`config.mk`:
```
export PLATFORM = sky130hd
export DESIGN_NAME = spc_top
export DESIGN_NICKNAME = d
export VERILOG_FILES = /design/src/spc_pkg.sv /design/src/spc_top.sv
export VERILOG_INCLUDE_DIRS = /design/src /design/src/src
export SDC_FILE = /design/constraint.sdc
export NUM_CORES = 1
export LEC_CHECK = 0
export BUFFER_PORTS_ARGS = -buffer_cell sky130_fd_sc_hd__buf_4
export CORE_MARGIN = 10
export CORE_UTILIZATION = 45
export DETAILED_ROUTE_END_ITERATION = 16
export SYNTH_ARGS = -nofsm -noshare
export SYNTH_HDL_FRONTEND = slang
export SYNTH_SLANG_ARGS = --single-unit
```
`constraint.sdc`:
```
create_clock -name clk -period 4.3 [get_ports clk]
set_input_delay 0.645 -clock clk [delete_from_list [all_inputs] [get_ports clk]]
set_output_delay 0.645 -clock clk [all_outputs]
set_load 0.01 [all_outputs]
```
`src/spc_regs.svh`:
```
// What this block does
// - enabled module drives the shared transmit pin as output while the transmitter is enabled or busy, ignoring port direction
// - enabled module treats the shared receive pin as input, ignoring port direction
// - module enable low hands both pins back to general-purpose port control
// - transmitter disabled: transmit pin floats once the running frame ends
// - transmitter enabled: plain or infrared-encoded output, idling high
// - receive pin sampled only while receiver enabled; line idles high or is terminated
// - loop mode feeds transmitter into receiver, pin and infrared coder bypassed
// - module enable runs baud generator; clearing it sets empty and complete flags
// - length bit picks 9-bit (1) or 8-bit (0) characters
// - one start, one stop bit; 10 or 11 bit frames, parity takes data bit
// - parity bit sits in the character's most significant bit, sent and checked
// - parity type 1 is odd, 0 is even
// - wake bit 1 wakes on address mark, 0 on idle line
// - idle type 1 counts ones after stop bit, 0 after start bit
// - empty and complete flags each request transmit interrupt when enabled
// - receive full and idle flags each request receive interrupt when enabled
// - transmitter enable rising sends a preamble of 10 or 11 ones
// - transmitter disable finishes the frame in progress, then the transmit pin is released and floats
// - disable then enable during a frame queues one idle character afterwards
// - receiver disable stops receiving but keeps receive flags
// - reset clears every bit of both control registers
// - break bit sends break characters, then one more bit once cleared, a mark with 9-bit characters and low with 8-bit
// - standby bit silences receive interrupts; wakeup condition and reset clear it
/*
 * register map, field positions, reset values and timing counts.
 * assumes word-aligned byte addresses on a 32-bit avalon-mm slave.
 */
`ifndef SPC_REGS_SVH
`define SPC_REGS_SVH

`define SPC_IDX_CTRL1      3'h0
`define SPC_IDX_CTRL2      3'h1
`define SPC_IDX_STATUS     3'h2
`define SPC_IDX_DATA       3'h3
`define SPC_IDX_BAUD       3'h4
`define SPC_IDX_IRCTL      3'h5

`define SPC_CTRL1_RESET    8'h00
`define SPC_CTRL2_RESET    8'h00
`define SPC_BAUD_RESET     8'h00
`define SPC_STATUS_W1C     8'h1b

`define SPC_OVERSAMPLE     4'hf
`define SPC_MID_START      4'h7
`define SPC_IR_PULSE       4'h3
`define SPC_BITS_8         4'ha
`define SPC_BITS_9         4'hb

`endif

```
`src/spc_pkg.sv`:
```
/*
 * types shared by the serial port control block.
 * assumes nothing beyond the register header.
 */
package spc_pkg;

    typedef struct packed {
        logic loopback_select;
        logic module_enable_bit;
        logic rsvd;
        logic long_char;
        logic wake_on_mark;
        logic idle_count_type;
        logic parity_enable;
        logic parity_type;
    } spc_ctrl1_t;

    typedef struct packed {
        logic tx_empty_irq_enable;
        logic tx_complete_irq_enable;
        logic rx_full_irq_enable;
        logic idle_irq_enable;
        logic transmitter_enable;
        logic receiver_enable;
        logic receiver_standby_bit;
        logic send_break_bit;
    } spc_ctrl2_t;

    typedef struct packed {
        logic tx_empty_flag;
        logic tx_complete_flag;
        logic rx_full_flag;
        logic idle_flag;
        logic overrun_flag;
        logic noise_flag;
        logic framing_flag;
        logic parity_flag;
    } spc_status_t;

    typedef enum logic [2:0] {
        TX_IDLE,
        TX_PRE,
        TX_BRK,
        TX_MARK,
        TX_DATA
    } spc_tx_state_t;

    typedef enum logic [1:0] {
        RX_IDLE,
        RX_START,
        RX_DATA
    } spc_rx_state_t;

endpackage : spc_pkg

```
`src/spc_top.sv`:
```
/*
 * serial port with infrared option: avalon-mm register slave, transmitter,
 * receiver, pin sharing with the general-purpose port.
 * assumes a synchronous receive pin and an outside pad resolving the enables.
 */
`timescale 1ns/10ps
`include "spc_regs.svh"

module spc_top
(
    // clock and reset
    input  wire logic        clk,
    input  wire logic        rst_n,
    // avalon-mm slave
    input  wire logic [4:0]  address,
    input  wire logic        read,
    input  wire logic        write,
    input  wire logic [31:0] writedata,
    output logic      [31:0] readdata,
    output logic             waitrequest,
    // general-purpose port side of the shared pins
    input  wire logic        port_dir_bit_zero,
    input  wire logic        port_dir_bit_one,
    input  wire logic        port_out_zero,
    input  wire logic        port_out_one,
    // shared pins
    output logic             shared_transmit_pin_out,
    output logic             shared_transmit_pin_oe,
    input  wire logic        shared_receive_pin_in,
    output logic             shared_receive_pin_out,
    output logic             shared_receive_pin_oe,
    // interrupt request lines
    output logic             tx_irq,
    output logic             rx_irq
);

    function automatic logic par_bit(input logic [8:0] ch,
                                     input logic       long_char,
                                     input logic       odd);
        par_bit = (long_char ? ^ch[7:0] : ^ch[6:0]) ^ odd;
    endfunction : par_bit

    spc_pkg::spc_ctrl1_t    ctrl1;
    spc_pkg::spc_ctrl2_t    ctrl2;
    spc_pkg::spc_status_t   stat;
    logic [7:0]             baud_div;
    logic                   infrared_enable;
    logic [8:0]             tx_hold;
    logic [8:0]             rx_data;
    logic                   ack;
    logic [7:0]             div_cnt;
    spc_pkg::spc_tx_state_t tx_state;
    logic [10:0]            tx_shift;
    logic [3:0]             tx_bits;
    logic [3:0]             tx_phase;
    logic                   te_q;
    logic                   pend_pre;
    spc_pkg::spc_rx_state_t rx_state;
    logic [9:0]             rx_shift;
    logic [3:0]             rx_bits;
    logic [3:0]             rx_phase;
    logic [3:0]             ones_cnt;
    logic                   idle_armed;
    logic [3:0]             ir_hold;
    logic                   rx_wake;

    // bus decode
    wire         req      = read | write;
    wire         acc      = req & ack;
    wire [2:0]   idx      = address[4:2];
    wire         wr       = write & acc;
    wire         wr_c1    = wr & (idx == `SPC_IDX_CTRL1);
    wire         wr_c2    = wr & (idx == `SPC_IDX_CTRL2);
    wire         wr_st    = wr & (idx == `SPC_IDX_STATUS);
    wire         wr_dat   = wr & (idx == `SPC_IDX_DATA);
    wire         wr_baud  = wr & (idx == `SPC_IDX_BAUD);
    wire         wr_ir    = wr & (idx == `SPC_IDX_IRCTL);
    wire         rd_dat   = read & acc & (idx == `SPC_IDX_DATA);
    wire [7:0]   w1c      = writedata[7:0] & `SPC_STATUS_W1C;

    wire         en       = ctrl1.module_enable_bit;
    wire         te       = ctrl2.transmitter_enable;
    wire         re       = ctrl2.receiver_enable;
    wire         loop_on  = ctrl1.loopback_select & te & re;
    wire [3:0]   nbits    = ctrl1.long_char ? `SPC_BITS_9 : `SPC_BITS_8;
    wire         tick     = en & (div_cnt == baud_div);
    wire         tx_busy  = tx_state != spc_pkg::TX_IDLE;

    // read mux
    logic [31:0] rd_mux;
    always_comb
    begin
        case (idx)
            `SPC_IDX_CTRL1:  rd_mux = {24'h0, ctrl1};
            `SPC_IDX_CTRL2:  rd_mux = {24'h0, ctrl2};
            `SPC_IDX_STATUS: rd_mux = {24'h0, stat};
            `SPC_IDX_DATA:   rd_mux = {23'h0, rx_data};
            `SPC_IDX_BAUD:   rd_mux = {24'h0, baud_div};
            `SPC_IDX_IRCTL:  rd_mux = {31'h0, infrared_enable};
            default:         rd_mux = 32'h0;
        endcase
    end

    // one wait state: request seen at edge 1, taken at edge 2
    assign waitrequest = req & ~ack;

    always_ff @(posedge clk or negedge rst_n)
    begin
        if (!rst_n)
        begin
            ack      <= 1'b0;
            readdata <= 32'h0;
        end
        else
        begin
            ack <= req & ~ack;
            if (req & ~ack)
                readdata <= rd_mux;
        end
    end

    // control registers
    always_ff @(posedge clk or negedge rst_n)
    begin
        if (!rst_n)
        begin
            ctrl1           <= `SPC_CTRL1_RESET;
            ctrl2           <= `SPC_CTRL2_RESET;
            baud_div        <= `SPC_BAUD_RESET;
            infrared_enable <= 1'b0;
            tx_hold         <= 9'h0;
        end
        else
        begin
            if (wr_c1)
            begin
                ctrl1      <= writedata[7:0];
                ctrl1.rsvd <= 1'b0;
            end
            if (wr_c2)
                ctrl2 <= writedata[7:0];
            else if (rx_wake)
                ctrl2.receiver_standby_bit <= 1'b0;
            if (wr_baud)
                baud_div <= writedata[7:0];
            if (wr_ir)
                infrared_enable <= writedata[0];
            if (wr_dat)
                tx_hold <= writedata[8:0];
        end
    end

    // baud divider: oversample tick, sixteen per bit
    always_ff @(posedge clk or negedge rst_n)
    begin
        if (!rst_n)
            div_cnt <= 8'h0;
        else if (!en || tick)
            div_cnt <= 8'h0;
        else
            div_cnt <= div_cnt + 8'h1;
    end

    // transmitter
    wire       te_rise  = te & ~te_q;
    wire       tx_bit_end = tx_busy & tick & (tx_phase == `SPC_OVERSAMPLE);
    wire       tx_last  = tx_bit_end & (tx_bits == 4'h1);
    wire [8:0] tx_char  = ctrl1.parity_enable ?
        (ctrl1.long_char ?
            {par_bit(tx_hold, 1'b1, ctrl1.parity_type), tx_hold[7:0]} :
            {1'b1, par_bit(tx_hold, 1'b0, ctrl1.parity_type),
             tx_hold[6:0]}) :
        (ctrl1.long_char ? tx_hold : {1'b1, tx_hold[7:0]});
    wire       tx_load  = en & te & ~tx_busy & ~pend_pre & ~te_rise
                          & ~ctrl2.send_break_bit & ~stat.tx_empty_flag;

    always_ff @(posedge clk or negedge rst_n)
    begin
        if (!rst_n)
        begin
            tx_state <= spc_pkg::TX_IDLE;
            tx_shift <= 11'h7ff;
            tx_bits  <= 4'h0;
            tx_phase <= 4'h0;
            te_q     <= 1'b0;
            pend_pre <= 1'b0;
        end
        else
        begin
            te_q <= te;
            if (!en)
            begin
                tx_state <= spc_pkg::TX_IDLE;
                tx_shift <= 11'h7ff;
                pend_pre <= 1'b0;
            end
            else if (!tx_busy)
            begin
                tx_phase <= 4'h0;
                tx_bits  <= nbits;
                if (te & (pend_pre | te_rise))
                begin
                    tx_state <= spc_pkg::TX_PRE;
                    tx_shift <= 11'h7ff;
                    pend_pre <= 1'b0;
                end
                else if (te & ctrl2.send_break_bit)
                begin
                    tx_state <= spc_pkg::TX_BRK;
                    tx_shift <= 11'h0;
                end
                else if (tx_load)
                begin
                    tx_state <= spc_pkg::TX_DATA;
                    tx_shift <= {1'b1, tx_char, 1'b0};
                end
            end
            else
            begin
                if (te_rise)
                    pend_pre <= 1'b1;
                if (tick)
                    tx_phase <= tx_phase + 4'h1;
                if (tx_bit_end)
                begin
                    tx_bits  <= tx_bits - 4'h1;
                    tx_shift <= {1'b1, tx_shift[10:1]};
                end
                if (tx_last)
                begin
                    // break repeats while held, then one more bit: mark with 9-bit characters, low with 8-bit
                    if (tx_state == spc_pkg::TX_BRK && ctrl2.send_break_bit)
                    begin
                        tx_bits  <= nbits;
                        tx_shift <= 11'h0;
                    end
                    else if (tx_state == spc_pkg::TX_BRK)
                    begin
                        tx_state <= spc_pkg::TX_MARK;
                        tx_bits  <= 4'h1;
                    end
                    else
                        tx_state <= spc_pkg::TX_IDLE;
                end
            end
        end
    end

    wire tx_line = tx_busy ? tx_shift[0] : 1'b1;
    // infrared: a zero bit is a short low pulse at the head of the bit
    wire ir_line = tx_line | (tx_phase >= `SPC_IR_PULSE);

    // pin ownership
    always_comb
    begin
        if (en)
        begin
            shared_transmit_pin_oe  = te | tx_busy;
            shared_transmit_pin_out = infrared_enable ? ir_line : tx_line;
            shared_receive_pin_oe   = 1'b0;
            shared_receive_pin_out  = 1'b0;
        end
        else
        begin
            shared_transmit_pin_oe  = port_dir_bit_zero;
            shared_transmit_pin_out = port_out_zero;
            shared_receive_pin_oe   = port_dir_bit_one;
            shared_receive_pin_out  = port_out_one;
        end
    end

    // receiver input select
    wire ir_rx  = shared_receive_pin_in & (ir_hold == 4'h0);
    wire pin_rx = infrared_enable ? ir_rx : shared_receive_pin_in;
    wire rx_in  = loop_on ? tx_line : pin_rx;

    always_ff @(posedge clk or negedge rst_n)
    begin
        if (!rst_n)
            ir_hold <= 4'h0;
        else if (!shared_receive_pin_in)
            ir_hold <= `SPC_OVERSAMPLE;
        else if (tick && ir_hold != 4'h0)
            ir_hold <= ir_hold - 4'h1;
    end

    // receiver
    wire       rx_run     = en & re;
    wire       rx_sample  = rx_run & tick & (rx_phase == `SPC_OVERSAMPLE);
    wire       rx_dsample = rx_sample & (rx_state == spc_pkg::RX_DATA);
    wire [9:0] next_rx_shift = {rx_in, rx_shift[9:1]};
    wire       rx_done    = rx_dsample & (rx_bits == nbits - 4'h2);
    wire [8:0] rx_char    = ctrl1.long_char ? next_rx_shift[8:0]
                                            : {1'b0, next_rx_shift[8:1]};
    wire       rx_msb     = ctrl1.long_char ? rx_char[8] : rx_char[7];
    wire       rx_par_bad = ctrl1.parity_enable &
        (par_bit(rx_char, ctrl1.long_char, ctrl1.parity_type) != rx_msb);
    wire       standby    = ctrl2.receiver_standby_bit;
    wire       mark_wake  = rx_done & standby & ctrl1.wake_on_mark & rx_msb;
    wire       rx_keep    = rx_done & (~standby | mark_wake);
    wire       idle_sample = rx_sample & rx_in & (ones_cnt < nbits);
    wire       idle_hit   = idle_sample & (ones_cnt == nbits - 4'h1);
    wire       idle_wake  = idle_hit & standby & ~ctrl1.wake_on_mark;
    assign rx_wake = mark_wake | idle_wake;
    wire       idle_set   = idle_hit & ~idle_wake & idle_armed;

    always_ff @(posedge clk or negedge rst_n)
    begin
        if (!rst_n)
        begin
            rx_state <= spc_pkg::RX_IDLE;
            rx_shift <= 10'h0;
            rx_bits  <= 4'h0;
            rx_phase <= 4'h0;
            ones_cnt <= 4'h0;
        end
        else if (!rx_run)
        begin
            rx_state <= spc_pkg::RX_IDLE;
            rx_phase <= 4'h0;
            ones_cnt <= 4'h0;
        end
        else
        begin
            if (tick)
                rx_phase <= rx_phase + 4'h1;
            if (idle_sample)
                ones_cnt <= ones_cnt + 4'h1;
            case (rx_state)
                spc_pkg::RX_IDLE:
                    if (!rx_in)
                    begin
                        rx_state <= spc_pkg::RX_START;
                        rx_phase <= 4'h0;
                        ones_cnt <= 4'h0;
                    end
                spc_pkg::RX_START:
                    if (tick && rx_phase == `SPC_MID_START)
                    begin
                        rx_state <= rx_in ? spc_pkg::RX_IDLE
                                          : spc_pkg::RX_DATA;
                        rx_phase <= 4'h0;
                        rx_bits  <= 4'h0;
                    end
                spc_pkg::RX_DATA:
                    if (rx_sample)
                    begin
                        rx_shift <= next_rx_shift;
                        rx_bits  <= rx_bits + 4'h1;
                        // ones counted after start or only after stop
                        if (!rx_in || ctrl1.idle_count_type)
                            ones_cnt <= 4'h0;
                        if (rx_done)
                            rx_state <= spc_pkg::RX_IDLE;
                    end
                default:
                    rx_state <= spc_pkg::RX_IDLE;
            endcase
        end
    end

    // status flags: hardware set wins over software clear
    always_ff @(posedge clk or negedge rst_n)
    begin
        if (!rst_n)
        begin
            stat       <= 8'hc0;
            rx_data    <= 9'h0;
            idle_armed <= 1'b0;
        end
        else
        begin
            // the load frees the holding word, so it may be refilled at once
            if (!en || tx_load)
                stat.tx_empty_flag <= 1'b1;
            else if (wr_dat)
                stat.tx_empty_flag <= 1'b0;
            stat.tx_complete_flag <= !en | (stat.tx_empty_flag & ~tx_busy
                & ~pend_pre & ~(te & ctrl2.send_break_bit));
            if (rx_keep && !stat.rx_full_flag)
            begin
                stat.rx_full_flag <= 1'b1;
                rx_data           <= rx_char;
                stat.framing_flag <= ~next_rx_shift[9];
                stat.parity_flag  <= rx_par_bad;
                idle_armed        <= 1'b1;
            end
            else if (rd_dat)
                stat.rx_full_flag <= 1'b0;
            if (rx_keep && stat.rx_full_flag)
                stat.overrun_flag <= 1'b1;
            else if (wr_st && w1c[3])
                stat.overrun_flag <= 1'b0;
            if (idle_set)
            begin
                stat.idle_flag <= 1'b1;
                idle_armed     <= 1'b0;
            end
            else if (wr_st && w1c[4])
                stat.idle_flag <= 1'b0;
            if (wr_st && w1c[1] && !(rx_keep && !stat.rx_full_flag))
                stat.framing_flag <= 1'b0;
            if (wr_st && w1c[0] && !(rx_keep && !stat.rx_full_flag))
                stat.parity_flag <= 1'b0;
            stat.noise_flag <= 1'b0;
        end
    end

    // interrupt request lines
    assign tx_irq = en &
        ((ctrl2.tx_empty_irq_enable & stat.tx_empty_flag) |
         (ctrl2.tx_complete_irq_enable & stat.tx_complete_flag));
    assign rx_irq = ~standby &
        ((ctrl2.rx_full_irq_enable & stat.rx_full_flag) |
         (ctrl2.idle_irq_enable & stat.idle_flag));

endmodule : spc_top

```
# Word-level counts from Yosys, hierarchy flattened
# Cells that the tools add are included.
# totals
output_inout_bits,39
elab_cells,283
regBits,143
input_bits,46
# op_classes
reduce_logical,42
muxes,82
add_sub_neg,9
n_lt_le_gt_ge,2
eq_ne,29
bitwise,77
# ops
op,count
11-bit 2-to-1 mux,8
4-bit 2-to-1 mux,20
9-bit case mux with 6 select lines,1
1-bit AND,53
9-bit 2-to-1 mux,4
1-bit 2-to-1 mux,29
4-bit case mux with 2 select lines,3
3-bit 2-to-1 mux,7
2-bit nonzero test,9
"4-bit by 1-bit adder with 4-bit output, second input constant",4
2-bit 2-to-1 mux,8
8-bit XOR reduction,2
"3-bit inequality test, second input constant",5
7-bit XOR reduction,2
1-bit inverter,12
"4-bit by 1-bit subtractor with 4-bit output, second input constant",3
1-bit logical AND,11
"3-bit by 2-bit equality test with 1-bit output, second input constant",3
1-bit bitwise OR,9
"8-bit by 1-bit adder with 8-bit output, second input constant",1
4-bit equality test,2
"4-bit equality test, second input constant",2
8-bit equality test,1
8-bit 2-to-1 mux,1
27 further kinds,41

# Depth between registers and ports, before layout
# depth
ltp_word,15
ltp_mapped,9
ltp_nobuf,8

# Worst setup path before layout
# Ideal clock, no wire load.
# synth_path
path_kind,in2reg
start,input address[3]
end,register tx_hold[1]
cell_stages,6
path_slack_ns,2.161
t_arrival_ns,2.014
setup_time_ns,0.125
required_time_ns,4.175
n_path_buf,3
cell_sequence,clkbuf_1 -> clkbuf_1 -> nand2_1 -> nor2_1 -> buf_2 -> mux2_2
# synth_via
elab_chain_len,2
# synth_rtl
item,line_no,text
start: declaration,spc_top.sv:15,"input wire logic [4:0] address,"
3-bit by 2-bit equality test with 1-bit output,-,
1-bit AND,spc_top.sv:75,wire wr_dat = wr & (idx == `SPC_IDX_DATA);
end signal: assignment,spc_top.sv:149,tx_hold <= writedata[8:0];
end: declaration,spc_top.sv:48,logic [8:0] tx_hold;
# Every way passes these cells.
# A chain may end at the register's enable or synchronous reset.

# Worst setup path after layout
# layout_path
start,register tx_state[1]
end,output shared_transmit_pin_out
# layout_via
elab_chain_len,5
# layout_rtl
item,line_no,text
start: declaration,spc_top.sv:52,spc_pkg::spc_tx_state_t tx_state;
start signal: assignment,spc_top.sv:181,tx_state <= spc_pkg::TX_IDLE;
start signal: assignment,spc_top.sv:193,tx_state <= spc_pkg::TX_IDLE;
start signal: assignment,spc_top.sv:203,tx_state <= spc_pkg::TX_PRE;
3-bit nonzero test (*),spc_top.sv:87,wire tx_busy = tx_state != spc_pkg::TX_IDLE;
1-bit 2-to-1 mux (*),spc_top.sv:249,wire tx_line = tx_busy ? tx_shift[0] : 1'b1;
1-bit bitwise OR,spc_top.sv:251,wire ir_line = tx_line | (tx_phase >= `SPC_IR_PULSE);
1-bit 2-to-1 mux (*),spc_top.sv:259,shared_transmit_pin_out = infrared_enable ? ir_line : tx_line;
1-bit 2-to-1 mux (*),spc_top.sv:256,if (en)
end: declaration,spc_top.sv:27,"output logic shared_transmit_pin_out,"
# Every way passes the cells marked *; elsewhere a longest branch is shown, timed or not.

==> reports/qor.txt <==
=================================================================================================================
Starting density of the core .......................................................................        45.4%
Series of cell instances along the critical path ................................................... nor3_2 -> nor2_1 -> a31oi_1 -> buf_4
Sum of net half-perimeters after detailed placement ................................................      11.4 mm
Number of remaining DRC errors .....................................................................            0
Number of nets still failing antenna checks after routing ..........................................            0
IO Port Bufs .......................................................................................           36
Count of hold buffers inserted by post-cts repair ..................................................            0
Clock transition at the register clock pins on the worst setup and hold paths after CTS ............        60 ps
Final hold violation count .........................................................................            0
Simple-gate share of the synthesized area ..........................................................        17.3%
# fillers ..........................................................................................         1300
Maximum clock rate .................................................................................      362 MHz
Share of the cycle needed by the critical path after routing .......................................        64.3%
Core region area ...................................................................................    14400 um2
Total via count after detailed routing .............................................................         4862
Power share of the clock group .....................................................................        36.1%
Max-cap violations .................................................................................            0
Top area cells in the synthesized netlist .......................................................... dfrtp_1 (40%), mux2_2 (7.2%), dfstp_2 (5.2%)
Type of the worst min-delay path ...................................................................     in2async
Async set-reset flop share out of synthesis ........................................................         100%
Die outline width ..................................................................................       141 um
DR pass1 iterations ................................................................................            5
Global-route wire length before repair .............................................................      25.6 mm
Ranking of synthesized cells by instance count ..................................................... dfrtp_1 (106), nand2_1 (68), nor2_1 (52)
Pwr Total ..........................................................................................      3.87 mW
Arithmetic-cell share of the synthesized area counting full adders, half adders and majority gates .        1.91%
Yosys warning count ................................................................................            0
Count of placed standard cells including taps ......................................................          845
Crit path kind .....................................................................................      reg2out
Number of setup buffers added after CTS ............................................................            0
Ant diodes .........................................................................................            0
Max-Slew Margin vs Limit ...........................................................................        28.2%
Post-Synthesis Cells ...............................................................................          649
Number of resized instances in the post-cts repair step ............................................            0
Layout-stage area growth over the synthesis result .................................................        13.8%
Total wirelength of the detailed-routed design .....................................................      15.8 mm
Largest fanout of any net on the critical path .....................................................           12
Switch share .......................................................................................        32.1%
Dominant combinational cell family by area after synthesis ......................................... simple AND/OR/NAND/NOR gates
Fraction of the mapped netlist area in compound gates ..............................................        13.1%
Kind of cell with the highest combined delay on the critical path .................................. simple AND/OR/NAND/NOR gates
Start point of the critical path ...................................................................  tx_state[1]
RSZ-0062 raised after global routing ...............................................................           no
Total global-route track usage .....................................................................        16.1%
Minimum clock period after layout ..................................................................      2770 ps
Post-synthesis cell type with the largest combined area ............................................      dfrtp_1
Net switching power of the design ..................................................................      1.24 mW
Area of the multi-input gates ......................................................................     3270 um2
Post-Syn Area per Cell .............................................................................     10.1 um2
Fraction of synthesized cell area in xor and xnor cells ............................................        5.81%
Vias in the first global route .....................................................................         4829
Clk Latency, worst-skew pair .......................................................................       430 ps
Clock tree root driver cell ........................................................................    clkbuf_16
Internal ...........................................................................................      2.63 mW
CTS tree ...........................................................................................        built
Share of total power in combinational logic ........................................................        24.1%
Die height .........................................................................................       141 um
Largest net degree at the start of global routing ..................................................           53
Storage element area ...............................................................................     2990 um2
Worst slew pin tran ................................................................................      1080 ps
Ports placed on the boundary .......................................................................           85
Post-Route Skew ....................................................................................      19.7 ps
Start of the worst register-to-register path .......................................................  tx_state[1]
Layout net count ...................................................................................          736
CTS Sinks ..........................................................................................          119
Number of DRC markers in iteration 0 ...............................................................          321
CP startpoint kind .................................................................................     register
Routed wire length per instance ....................................................................      18.0 um
Endpoint arrival time on the critical path .........................................................      2120 ps
Global placer's final weighted congestion ..........................................................        0.837
Setup violations, final ............................................................................            0
Max-slew violation total from the final report .....................................................            0
Result of the run .................................................................................. finished, final reports clean
Number of enable-type register cells in the synthesized netlist ....................................            0
Antenna violations before repair ...................................................................            0
Post-synth top area share ..........................................................................        40.5%
Worst path max stage delay .........................................................................       660 ps
Fraction of layout instances using a drive strength above 1 ........................................        22.1%
Most instantiated flip-flop cell in the synthesis netlist ..........................................      dfrtp_1
Ratio of routed vias to standard cells .............................................................         5.54
Number of buffer and inverter stages on the critical path ..........................................            1
Total CTS buffers ..................................................................................           17
Proportion of power drawn by flip-flops and latches ................................................        39.8%
Buffers from clock root to sink, at most ...........................................................            2
GRT Residual Overflow ..............................................................................            0
Seq cells post-synth ...............................................................................          119
Multiplexer share of the synthesized area ..........................................................        10.4%
CTS H-tree depth ...................................................................................            4
Leakage power figure ...............................................................................      3.23 nW
Largest vdd supply drop ............................................................................     0.341 mV
Required time reported for the critical path endpoint ..............................................      3650 ps
Final non-filler cell total ........................................................................          877
Critical path endpoint category .................................................................... primary output
Unique masters post-synth ..........................................................................           68
Hold Slack .........................................................................................       173 ps
Post-synth design cell area ........................................................................     6550 um2
Full die area ......................................................................................    19800 um2
Cell Rows ..........................................................................................           44
Fin Setup TNS ......................................................................................         0 ps
Most numerous cell in the Yosys netlist ............................................................      dfrtp_1
Slowest cell on the critical path ..................................................................       nor3_2
Part of the Yosys area used for sequential elements ................................................        45.7%
Power Dens Cells ...................................................................................   519 nW/um2
=================================================================================================================
through the flow:
stage / utilization (%) / cell area [um2] / setup slack, ps
6_report: 51.7 / 7460 / 1530
3_5_place_dp: 47.7 / 6870 / 1630
3_3_place_gp: 47.7 / 6870 / 1660
4_1_cts: 51.7 / 7460 / 1520
2_1_floorplan: - / 6630 / 2160
5_1_grt: 51.7 / 7460 / 1370
metal layers:
metal,track usage [%],wire length [um],up-vias
li1,-,-,2318
met1,20.5,7150,2391
met2,25.5,7590,139
met3,5.04,875,14
met4,4.95,150,0
met5,0,0,-
worst paths after layout:
kind	cells after the start	to	slack, ps
worst max-delay path	4	shared_transmit_pin_out	1530
worst min-delay path	1	tx_state[0]	170
worst max register to register	6	standby	1630
worst min register to register	2	tx_shift[4]	470
max in group asynchronous	2	baud_div[4]	3090
min in group clk	2	ir_hold[0]	420
cells by family (layout without fill, tap and decap cells):
| logic type | Yosys count | in the layout |
|---|---|---|
| compound gates | 138 | 138 |
| xor+xnor | 40 | 40 |
| fa+ha+maj | 10 | 10 |
| buf+inv | 70 | 92 |
| flops | 119 | 119 |
| mux | 58 | 58 |
| other cells | 1 | 23 |
| simple gates | 213 | 213 |
power groups by stage:
stage,Sequential [mW],Clock [mW],Combinational [mW]
finish,1.54,1.40,0.934
global route,1.57,1.48,1.03
floorplan,1.48,0,0.726
global placement,1.55,0,0.922
detailed placement,1.56,0,0.936
CTS,1.54,1.42,0.940
cells in the final DEF, fill, tap and decap left out, drive strengths merged, types with 7 or more instances in the layout:
cell / instances
xnor2: 28
conb: 23
nand3: 21
a21oi: 45
dfstp: 13
nor2: 53
nand2: 68
dfrtp: 106
ha: 10
nor2b: 18
buf: 42
clkbuf: 19
clkinv: 8
mux2i: 12
inv: 18
xor2: 12
a311oi: 7
mux2: 42
a31oi: 7
o21ai: 43
registers in the layout, indices dropped and copies added, names as in the netlist, 3 cells and up:
signal    flops
rx_data       9
readdata      9
tx_state      3
rx_phase      4
tx_bits       4
tx_shift     11
ir_hold       4
baud_div      8
ones_cnt      4
ctrl2         5
div_cnt       8
tx_hold       9
rx_shift      9
rx_bits       4
tx_phase      4
stat          7
ctrl1         6
cell type report:
class / instances / share of cell area [%]
multi-input combinational: 482 / 43.8
sequential: 119 / 40.2
clock buffer: 19 / 6.07
timing repair buffer: 42 / 4.23
tap: 184 / 3.09
clock inverter: 13 / 1.74
inverter: 18 / 0.906
Note: power is estimated with default switching activity, not from simulation.
